**src/include/pts_consts.svh**
```systemverilog
/*
  Constants for the PWM timebase selector: register offsets, field layout,
  reset values and select codes.
  Assumes it is included by bare name wherever a constant is needed.
*/
`ifndef PTS_CONSTS_SVH
`define PTS_CONSTS_SVH

// Byte offsets on the Avalon-MM slave (word aligned)
`define PTS_OFS_SEL      4'h0
`define PTS_OFS_STAT     4'h4

// Reset value of the selection register
`define PTS_SEL_RST      8'h00

// Width of one channel select field
`define PTS_FLD_W        2

// Select codes of one field
`define PTS_CODE_TMR2    2'h0
`define PTS_CODE_TMR4    2'h1
`define PTS_CODE_TMR6    2'h2
`define PTS_CODE_RSV     2'h3

// Index of each timer on the timer array of a channel mux
`define PTS_IDX_TMR2     0
`define PTS_IDX_TMR4     1
`define PTS_IDX_TMR6     2

`endif

```
**src/include/pts_pkg.sv**
```systemverilog
/*
  Types shared by the PWM timebase selector and its channel mux.
  Assumes nothing beyond a SystemVerilog compiler.
*/
package pts_pkg;

  typedef logic [7:0]  pts_byte_t;   // One 8-bit register or count
  typedef logic [1:0]  pts_sel_t;    // One channel select field
  typedef logic [31:0] pts_word_t;   // Avalon data word

  // Everything one timer hands to a PWM channel
  typedef struct packed {
    pts_byte_t cnt;                  // Running timer count
    logic      match;                // Period match strobe
    logic      post;                 // Postscaled output strobe
  } pts_tmr_s;

endpackage

```
**src/include/pts_mux_if.sv**
```systemverilog
/*
  Carrier between the selector top and one channel mux: the select field,
  the three candidate timers and the routed timebase.
  Assumes the top drives sel and tmr, the mux drives out.
*/
`timescale 1ns/1ps
interface pts_mux_if;
  import pts_pkg::*;

  pts_sel_t sel;                     // Channel select field
  pts_tmr_s tmr [3];                 // Timers 2, 4 and 6 in that order
  pts_tmr_s out;                     // Timebase routed to the channel

  modport src (output sel, output tmr, input out);
  modport mux (input sel, input tmr, output out);
endinterface

```
**src/verilog/pts_chan_mux.sv**
```systemverilog
/*
  Three-way timebase mux for one PWM channel, registered on the output.
  Assumes the timers are synchronous to mclk_i and the select is stable
  from the register of the top.
*/
`timescale 1ns/1ps
`include "pts_consts.svh"

module pts_chan_mux (
  input wire logic mclk_i,           // System clock, 40 MHz
  input wire logic rstn_i,           // Async reset, active low
  pts_mux_if.mux   mx                // Select, timers in, timebase out
);
  import pts_pkg::*;

  // Combinational pick of the chosen timer
  pts_tmr_s pick;                    // Selected timer this cycle

  // Reserved code routes nothing: channel sees a dead timebase
  assign pick =
    (mx.sel == `PTS_CODE_TMR2) ? mx.tmr[`PTS_IDX_TMR2] :
    (mx.sel == `PTS_CODE_TMR4) ? mx.tmr[`PTS_IDX_TMR4] :
    (mx.sel == `PTS_CODE_TMR6) ? mx.tmr[`PTS_IDX_TMR6] :
    '0;

  // Output flop: one cycle of latency, but no glitches on a select change
  always_ff @(posedge mclk_i or negedge rstn_i)
  begin
    if (!rstn_i)
    begin
      mx.out <= '0;
    end
    else
    begin
      mx.out <= pick;
    end
  end

endmodule

```
**src/verilog/pts_timebase_sel.sv**
```systemverilog
/*
  PWM timebase selector: one 8-bit select register on an Avalon-MM slave,
  four channel muxes that route timer 2, 4 or 6 to each PWM channel.
  Assumes the timers and the PWM channels sit outside and run on mclk_i.
*/
//
// Functional notes
// - Channel four: bits 7-6 pick timer 2/4/6
// - Channel three: bits 5-4 pick timer 2/4/6
// - Channel two: bits 3-2 pick timer 2/4/6
// - Channel one: bits 1-0 pick timer 2/4/6
`timescale 1ns/1ps
`include "pts_consts.svh"

module pts_timebase_sel (
  input  wire logic            mclk_i,            // System clock, 40 MHz
  input  wire logic            rstn_i,            // Async reset, low
  input  wire logic [3:0]      avs_address_i,     // Byte address
  input  wire logic            avs_read_i,        // Read request
  input  wire logic            avs_write_i,       // Write request
  input  wire pts_pkg::pts_word_t avs_writedata_i, // Write data
  input  wire logic [3:0]      avs_byteenable_i,  // Byte lanes
  output pts_pkg::pts_word_t   avs_readdata_o,    // Read data
  output logic                 avs_waitrequest_o, // Stall the master
  input  wire pts_pkg::pts_byte_t tmr2_cnt_i,     // Timer 2 count
  input  wire logic            tmr2_match_i,      // Timer 2 period match
  input  wire logic            tmr2_post_i,       // Timer 2 postscaled
  input  wire pts_pkg::pts_byte_t tmr4_cnt_i,     // Timer 4 count
  input  wire logic            tmr4_match_i,      // Timer 4 period match
  input  wire logic            tmr4_post_i,       // Timer 4 postscaled
  input  wire pts_pkg::pts_byte_t tmr6_cnt_i,     // Timer 6 count
  input  wire logic            tmr6_match_i,      // Timer 6 period match
  input  wire logic            tmr6_post_i,       // Timer 6 postscaled
  output logic [31:0]          chan_cnt_o,        // Count, 8 bits a chan
  output logic [3:0]           chan_match_o,      // Match, bit per chan
  output logic [3:0]           chan_post_o,       // Postscale, per chan
  output pts_pkg::pts_byte_t   sel_o              // Select register
);
  import pts_pkg::*;

  // Pull one channel's field out of the select register
  function automatic pts_sel_t sel_field(input pts_byte_t r,
                                         input int unsigned ch);
    sel_field = r[ch*`PTS_FLD_W +: `PTS_FLD_W];
  endfunction

  // Register and bus state
  pts_byte_t sel_r;                  // Timebase select register
  pts_byte_t sel_nxt;                // Its next value
  logic      ack_r;                  // Second cycle of an access
  pts_word_t rdata_r;                // Read data held for the master
  pts_word_t rdata_nxt;              // Its next value

  // Bus decode
  wire       req      = avs_read_i | avs_write_i;     // Access pending
  wire       hit_sel  = avs_address_i == `PTS_OFS_SEL;  // Select reg
  wire       hit_stat = avs_address_i == `PTS_OFS_STAT; // Status reg
  wire       wr_sel   = avs_write_i & ack_r & hit_sel
                        & avs_byteenable_i[0];        // Commit a write
  wire [3:0] rsv_flag;               // Channel holds the reserved code

  // Timer bundles, shared by every channel mux
  wire pts_tmr_s tmr2 = '{cnt: tmr2_cnt_i, match: tmr2_match_i,
                          post: tmr2_post_i};         // Timer 2
  wire pts_tmr_s tmr4 = '{cnt: tmr4_cnt_i, match: tmr4_match_i,
                          post: tmr4_post_i};         // Timer 4
  wire pts_tmr_s tmr6 = '{cnt: tmr6_cnt_i, match: tmr6_match_i,
                          post: tmr6_post_i};         // Timer 6

  // One wait state on every access, so the answer comes at edge two
  assign avs_waitrequest_o = req & ~ack_r;

  // Unmapped addresses read zero; writes there are acknowledged, dropped
  assign rdata_nxt =
    hit_sel  ? {24'h000000, sel_r} :
    hit_stat ? {28'h0000000, rsv_flag} :
    32'h00000000;

  // Only lane 0 carries the register, upper lanes are ignored
  assign sel_nxt = wr_sel ? avs_writedata_i[7:0] : sel_r;

  assign avs_readdata_o = rdata_r;
  assign sel_o          = sel_r;

  // Access handshake: ack toggles high for the answering cycle
  always_ff @(posedge mclk_i or negedge rstn_i)
  begin
    if (!rstn_i)
    begin
      ack_r <= 1'b0;
    end
    else
    begin
      ack_r <= req & ~ack_r;
    end
  end

  // Read data captured in the stall cycle, stands at the answer edge
  always_ff @(posedge mclk_i or negedge rstn_i)
  begin
    if (!rstn_i)
    begin
      rdata_r <= 32'h00000000;
    end
    else if (avs_read_i & ~ack_r)
    begin
      rdata_r <= rdata_nxt;
    end
  end

  // Select register: every reset brings all channels back to timer 2
  always_ff @(posedge mclk_i or negedge rstn_i)
  begin
    if (!rstn_i)
    begin
      sel_r <= `PTS_SEL_RST;
    end
    else
    begin
      sel_r <= sel_nxt;
    end
  end

  // Four channel muxes; channel g+1 uses field g of the register
  for (genvar g = 0; g < 4; g++)
  begin : g_chan
    pts_mux_if mx ();                // Carrier to this channel's mux

    // Field g steers channel g+1 (fields 3..0 are chans 4..1)
    assign mx.sel = sel_field(sel_r, g);
    assign mx.tmr[`PTS_IDX_TMR2] = tmr2;
    assign mx.tmr[`PTS_IDX_TMR4] = tmr4;
    assign mx.tmr[`PTS_IDX_TMR6] = tmr6;

    // Reserved code is visible to software in the status register
    assign rsv_flag[g] = mx.sel == `PTS_CODE_RSV;

    pts_chan_mux u_mux (
      .mclk_i (mclk_i),
      .rstn_i (rstn_i),
      .mx     (mx.mux)
    );

    // Outputs come straight from the mux flops
    assign chan_cnt_o[g*8 +: 8] = mx.out.cnt;
    assign chan_match_o[g]      = mx.out.match;
    assign chan_post_o[g]       = mx.out.post;
  end
endmodule

```
**config.mk**
```make
export PLATFORM = sky130hd
export DESIGN_NAME = pts_timebase_sel
export DESIGN_NICKNAME = d
export VERILOG_FILES = /design/src/include/pts_pkg.sv /design/src/include/pts_mux_if.sv /design/src/verilog/pts_chan_mux.sv /design/src/verilog/pts_timebase_sel.sv
export VERILOG_INCLUDE_DIRS = /design/src /design/src/include
export SDC_FILE = /design/constraint.sdc
export NUM_CORES = 1
export LEC_CHECK = 0
export BUFFER_PORTS_ARGS = -buffer_cell sky130_fd_sc_hd__clkbuf_2
export CAP_MARGIN = 15
export CORE_MARGIN = 2
export CORE_UTILIZATION = 30
export DETAILED_ROUTE_END_ITERATION = 10
export GPL_TIMING_DRIVEN = 1
export SETUP_SLACK_MARGIN = 0.3
export SLEW_MARGIN = 20
export SYNTH_ARGS = -nofsm -noshare
export SYNTH_HDL_FRONTEND = slang
export SYNTH_SLANG_ARGS = --single-unit
```
**constraint.sdc**
```tcl
create_clock -name mclk_i -period 1.16 [get_ports mclk_i]
set_input_delay 0.232 -clock mclk_i [delete_from_list [all_inputs] [get_ports mclk_i]]
set_output_delay 0.232 -clock mclk_i [all_outputs]
set_load 0.03 [all_outputs]
```
==> impl_metrics.toml, run 1 <==
[run_status]
outcome = "finished, violations left"
violations = "setup timing"

[synthesis]
synth_xor_area_share_pct = 0
synth_cells = 266
ys_seq_area_share_pct = 51.9
ys_types = 20
synth_seq_cells = 57
synth_fa_ha_area_share_pct = 0
yosysTopAreaCell = "dfrtp_1"
synth_top_family_by_area = "multiplexers"
synth_simple_gate_area_share_pct = 11.4
yosysWarnings = 0
synth-compound-area-share_pct = 9.42
syn_area_per_cell_um2 = 10.3
yosysTopAreaCellShare_pct = 51.9
synthMuxAreaShare_pct = 17.8
ys_top_cells_by_area = "dfrtp_1, mux2i_1, o21ai_0"
syn-cell-area_mm2 = 0.00275

[grt]
grt_max_degree = 28
grtUsageTotal_pct = 18.7
grt_pass1_wl_um = 13900
antenna_found_initial = 0
grt_remaining_overflow = 0
grt_pass1_vias = 2675

[sta]
final.min_clock_period_ns = 1.31
finalMaxSlewViolations = 0
skew_ns = 0.00634
fin_hold_ws_ns = 0.128
fmax_mhz = 761
worstMarginPinSlew_ns = 0.573
rsz0062_at_grt = "yes"
setup_viol = 21
hold_viol = 0
fin_crit_sh_pct = 113
fin_ws_ns = -0.153
relSlewSlack_pct = 61.5
timing.setup.tns_ns = -0.745

[clock_tree]
clock_latency_ns = 0.33
cts-buffers-inserted = 9
cts_root_buf = "clkbuf_8"
cts_max_path_buffers = 2
clk_pin_slew_ns = 0.06
cts_tree = "done"
htreeDepth = 3
cts_sinks = 57

[routing]
wl_per_cell_um = 18.2
vias = 2575
first_pass_iters = 4
avgViaCountPerCell = 4.82
drt-initial-drc-count = 63
drc = 0
antenna_left = 0
routed_wl_um = 9740

[setup_path]
crit_required_ns = 0.93
worstPathArrival_ns = 1.08
worst_setup_path_end_kind = "primary output"
critPathLaunchType = "flop"
cp_max_fo = 2
path_class = "flop to primary output"

[power]
p_seq_share_pct = 32.5
comb_power_share_pct = 46.6
finalPower_mw = 7.94
p_per_area_mw_per_mm2 = 1550
switching_power_mw = 2.84
ir_drop_mv = 0.665
leakage_nw = 2.35
intPower_mw = 5.10
p_clk_share_pct = 20.9
power_switching_share_pct = 35.7

[die]
rows = 34
dieWidth_um = 99.7
die_h_um = 99.7
ioPinCount = 155
die_area_mm2 = 0.00995
fp.coreArea_mm2 = 0.00881
initial_utilization_pct = 31.2

[job]
cap_viol_max_count = 0

[place]
post-place-ws_ns = -0.308
io_buffers = 103
place.gp.congestion = 0.823
place_hpwl_um = 6030

[final_layout]
n_antenna_cell = 0
fillCellCount = 679
regArea_mm2 = 0.00143
area_delta_synth_final_pct = 85.9
utilization_pct = 58.1
final_nets = 498
drive_above_1_share_pct = 65.7
multi_input_area_mm2 = 0.00156

[hold_path]
min-delay-path-class = "input pin to flop"
## area by class of cell
type / count / share of cell area, %
Multi-Input combinational cell: 191 / 30.5
Tap cell: 108 / 2.64
Timing Repair Buffer: 165 / 35.6
Sequential cell: 57 / 28.0
Clock buffer: 13 / 3.30
## path summary, 6_finish.rpt
| kind | startpoint | slack (ns) | end | cells after the start |
|---|---|---|---|---|
| min | avs_writedata_i[7] | 0.13 | sel_o[7]$_DFFE_PN0P_ | 2 |
| max | ack_r$_DFF_PN0_ | -0.15 | avs_waitrequest_o | 3 |
| min in group asynchronous | rstn_i | 0.32 | avs_readdata_o[2]$_DFFE_PN0P_ | 2 |
| min reg2reg | avs_readdata_o[5]$_DFFE_PN0P_ | 0.54 | avs_readdata_o[5]$_DFFE_PN0P_ | 2 |
| max reg2reg | sel_o[4]$_DFFE_PN0P_ | -0.06 | g_chan[2].u_mux.mx.out[1]$_DFF_PN0_ | 5 |
| max in group asynchronous | rstn_i | 0.38 | sel_o[1]$_DFFE_PN0P_ | 3 |
## worst max-delay path, cell delays in order, from the launching register on
cell and delay [ns]:
dfrtp_1 0.39, buf_6 0.13, nor2_4 0.10, buf_8 0.13
## what timing repair did
item / CTS / global route
endpoints found under the hold margin: 7 / 0
gates cloned: 2 / 0
resized for setup: 232 / 141
endpoints found under the setup margin: 113 / 113
pin swaps: 40 / 23
buffers inserted: 21 / 8
hold buffers: 1 / 0
## metal layers
metal | part of all wire [%] | global-route usage, %
met2 | 51 | 30.1
met5 | 0 | 0
met1 | 40 | 22.7
met3 | 4.4 | 3.16
met4 | 4.5 | 12.9
## Yosys cell counts, drive strengths merged
master and count:
a31oi 3, nor2 2, mux2 8, nor3 1
nor4 1, buf 29, nor2b 4, dfrtp 57
nand2 52, nand2b 2, o21ai 48, and4 1
nand3 1, and2b 3, clkbuf 12, mux2i 40
or2b 1, conb 1
## registers in the layout, indices dropped and copies added (netlist names)
signal / flops
ack_r: 1
avs_readdata_o: 8
g_chan.u_mux.mx.out: 40
sel_o: 8
## stage by stage
step           cells  area (um2)
2_1_floorplan    289        2910
3_3_place_gp     489        3560
3_5_place_dp     489        3560
4_1_cts          526        4660
5_1_grt          534        5110
6_report         534        5110
## power by group through the flow
stage / Combinational, mW / Clock [mW] / Sequential [mW]
after floorplan: 0.777 / 0 / 3.14
after detailed placement: 2.25 / 0 / 2.50
after global routing: 3.86 / 1.78 / 2.61
final: 3.70 / 1.66 / 2.58
after global placement: 2.23 / 0 / 2.50
after CTS: 3.21 / 1.67 / 2.50
## placed cells by master (no fill, tap or decap), drive strengths merged, types with 2 or more instances in the layout
cell type  instances
a31oi              3
and2b              3
buf              118
clkbuf            59
conb              24
dfrtp             57
mux2               8
mux2i             40
nand2             52
nand2b             2
nor2               2
nor2b              4
o21ai             48
## logic make-up (layout without fill, tap and decap cells)
family,Yosys count,in the layout
simple gates,68,68
flops,57,57
compound gates,51,51
mux,48,48
buf+inv,41,178
other cells,1,24
(Power assumes the default switching activity.)
==> run 2, diff against run 1 <==
==> constraint.sdc (replaced) <==
create_clock -name mclk_i -period 1.5 [get_ports mclk_i]
set_input_delay 0.3 -clock mclk_i [delete_from_list [all_inputs] [get_ports mclk_i]]
set_output_delay 0.3 -clock mclk_i [all_outputs]
set_load 0.03 [all_outputs]
==> run 2 against run 1 <==
The flow now finishes without violations. Utilization is 11 points lower. First-iteration DRC count is 130% higher. Global-route usage is 2.5 points lower. Critical endpoint unchanged. Largest cell class is now flip-flops and latches. Largest power group unchanged.
==> impl_metrics.toml, run 2 (synthesis gave the netlist of run 1 again) <==
[run_status]
outcome = "finished clean"

[power]
ir_drop_mv = 0.362
p_per_area_mw_per_mm2 = 1270
leakage_nw = 1.93
finalPower_mw = 5.23

[routing]
vias = 2354
avgViaCountPerCell = 4.57
drc = 0
first_pass_iters = 4
drt-initial-drc-count = 148
routed_wl_um = 7990
antenna_left = 0
wl_per_cell_um = 15.5

[sta]
rsz0062_at_grt = "yes"
setup_viol = 0
final.min_clock_period_ns = 1.29
fmax_mhz = 773
timing.setup.tns_ns = 0
hold_viol = 0
fin_ws_ns = 0.207
finalMaxSlewViolations = 0
skew_ns = 0.00775
fin_crit_sh_pct = 86.2

[hold_path]
min-delay-start = "avs_writedata_i[3]"
min-delay-path-class = "input pin to flop"

[clock_tree]
cts_max_path_buffers = 2
clock_latency_ns = 0.34
cts_root_buf = "clkbuf_8"
clk_pin_slew_ns = 0.06
htreeDepth = 3
cts_sinks = 57
cts_tree = "done"
cts-buffers-inserted = 9

[place]
io_buffers = 103
post-place-ws_ns = -0.0377
dpl_cell_area_mm2 = 0.00347
place.gp.congestion = 0.767
place_hpwl_um = 5730

[die]
ioPinCount = 155
die_h_um = 99.7
die_area_mm2 = 0.00995
dieWidth_um = 99.7
rows = 34
initial_utilization_pct = 31.2
fp.coreArea_mm2 = 0.00881

[final_layout]
fin_area_mm2 = 0.00412
utilization_pct = 46.8
drive_above_1_share_pct = 44.2
largest_register = "g_chan.u_mux.mx.out"
largest_register_ffs = 40
area_delta_synth_final_pct = 49.7
final_nets = 476
layout_common_cells = "nand2_1, clkbuf_2, dfrtp_1, mux2i_1, o21ai_0"
n_antenna_cell = 0

[grt]
top_usage_layer = "met2"
gr-usage-met3_pct = 4.29
grtUsageTotal_pct = 16.1
grt_pass1_vias = 2316
grt_max_degree = 58
use_met2_pct = 26.5
antenna_found_initial = 0
grt_pass1_wl_um = 12200
met1_usage_pct = 19.9
grt_remaining_overflow = 0

[setup_path]
crit_required_ns = 1.20
reg2reg_from = "ack_r$_DFF_PN0_"
cp_max_fo = 3
worstSetupStartpoint = "ack_r$_DFF_PN0_"
slowest_stage = "dfrtp_1"
worstPathArrival_ns = 0.99
cpPeakStageDelay_ns = 0.39
worst_setup_path_end_kind = "primary output"
path_cells = "nor2_2, buf_6"
path_class = "flop to primary output"
critPathLaunchType = "flop"

[job]
cap_viol_max_count = 0
[run 2: cell types whose count changed in the layout (fill, tap and decap cells not counted), sizes merged]
cell    change
clkbuf      +6
clkinv      +3
buf        -28
[run 2: power breakdown]
part / internal (mW) / switching [mW]
logic: 0.841 / 1.19
clock network: 0.682 / 0.588
registers: 1.80 / 0.136
total: 3.32 / 1.91
[run 2: final timing paths]
| kind | depth (start not counted) | endpoint | slack (ns) |
|---|---|---|---|
| min in group asynchronous | 3 | avs_readdata_o[7]$_DFFE_PN0P_ | 0.51 |
| max in group asynchronous | 3 | sel_o[1]$_DFFE_PN0P_ | 0.74 |
| max | 2 | avs_waitrequest_o | 0.21 |
| min reg2reg | 2 | avs_readdata_o[2]$_DFFE_PN0P_ | 0.53 |
| min | 2 | sel_o[3]$_DFFE_PN0P_ | 0.19 |
| max reg2reg | 3 | sel_o[7]$_DFFE_PN0P_ | 0.33 |
[run 2: layout make-up]
cell class	instances	area (um2)
Clock buffer	13	159
Clock inverter	3	15.0
Fill cell	821	4690
Multi-Input combinational cell	191	1200
Sequential cell	57	1440
Tap cell	108	135
Timing Repair Buffer	143	1180
[run 2: repair_timing]
action | 4_1_cts | 5_1_grt
hold buffers | 1 | 0
endpoints found under the setup margin | 33 | 74
setup buffers | 9 | 4
pin swaps | 1 | 1
resized for setup | 65 | 91
endpoints found under the hold margin | 57 | 0
[run 2: per-layer routing]
layer / share of wire (%) / wire length, um / vias to the layer above
met3: 8.0 / 640 / 8
met5: 0 / 0 / -
met4: 1.4 / 109 / 0
met2: 48 / 3840 / 109
met1: 43 / 3400 / 1114
li1: - / - / 1123
[run 2: worst max-delay path, delay by kind of cell (launching register included)]
kind	cells	cell delay [ns]
flops	1	0.39
buf+inv	1	0.14
simple gates	1	0.12
[run 2: metrics by stage]
step	std cells	hold WS (ns)
6_report	515	0.192
5_1_grt	515	0.181
4_1_cts	511	0.176
3_5_place_dp	485	0.331
3_3_place_gp	485	0.328
2_1_floorplan	289	0.00441
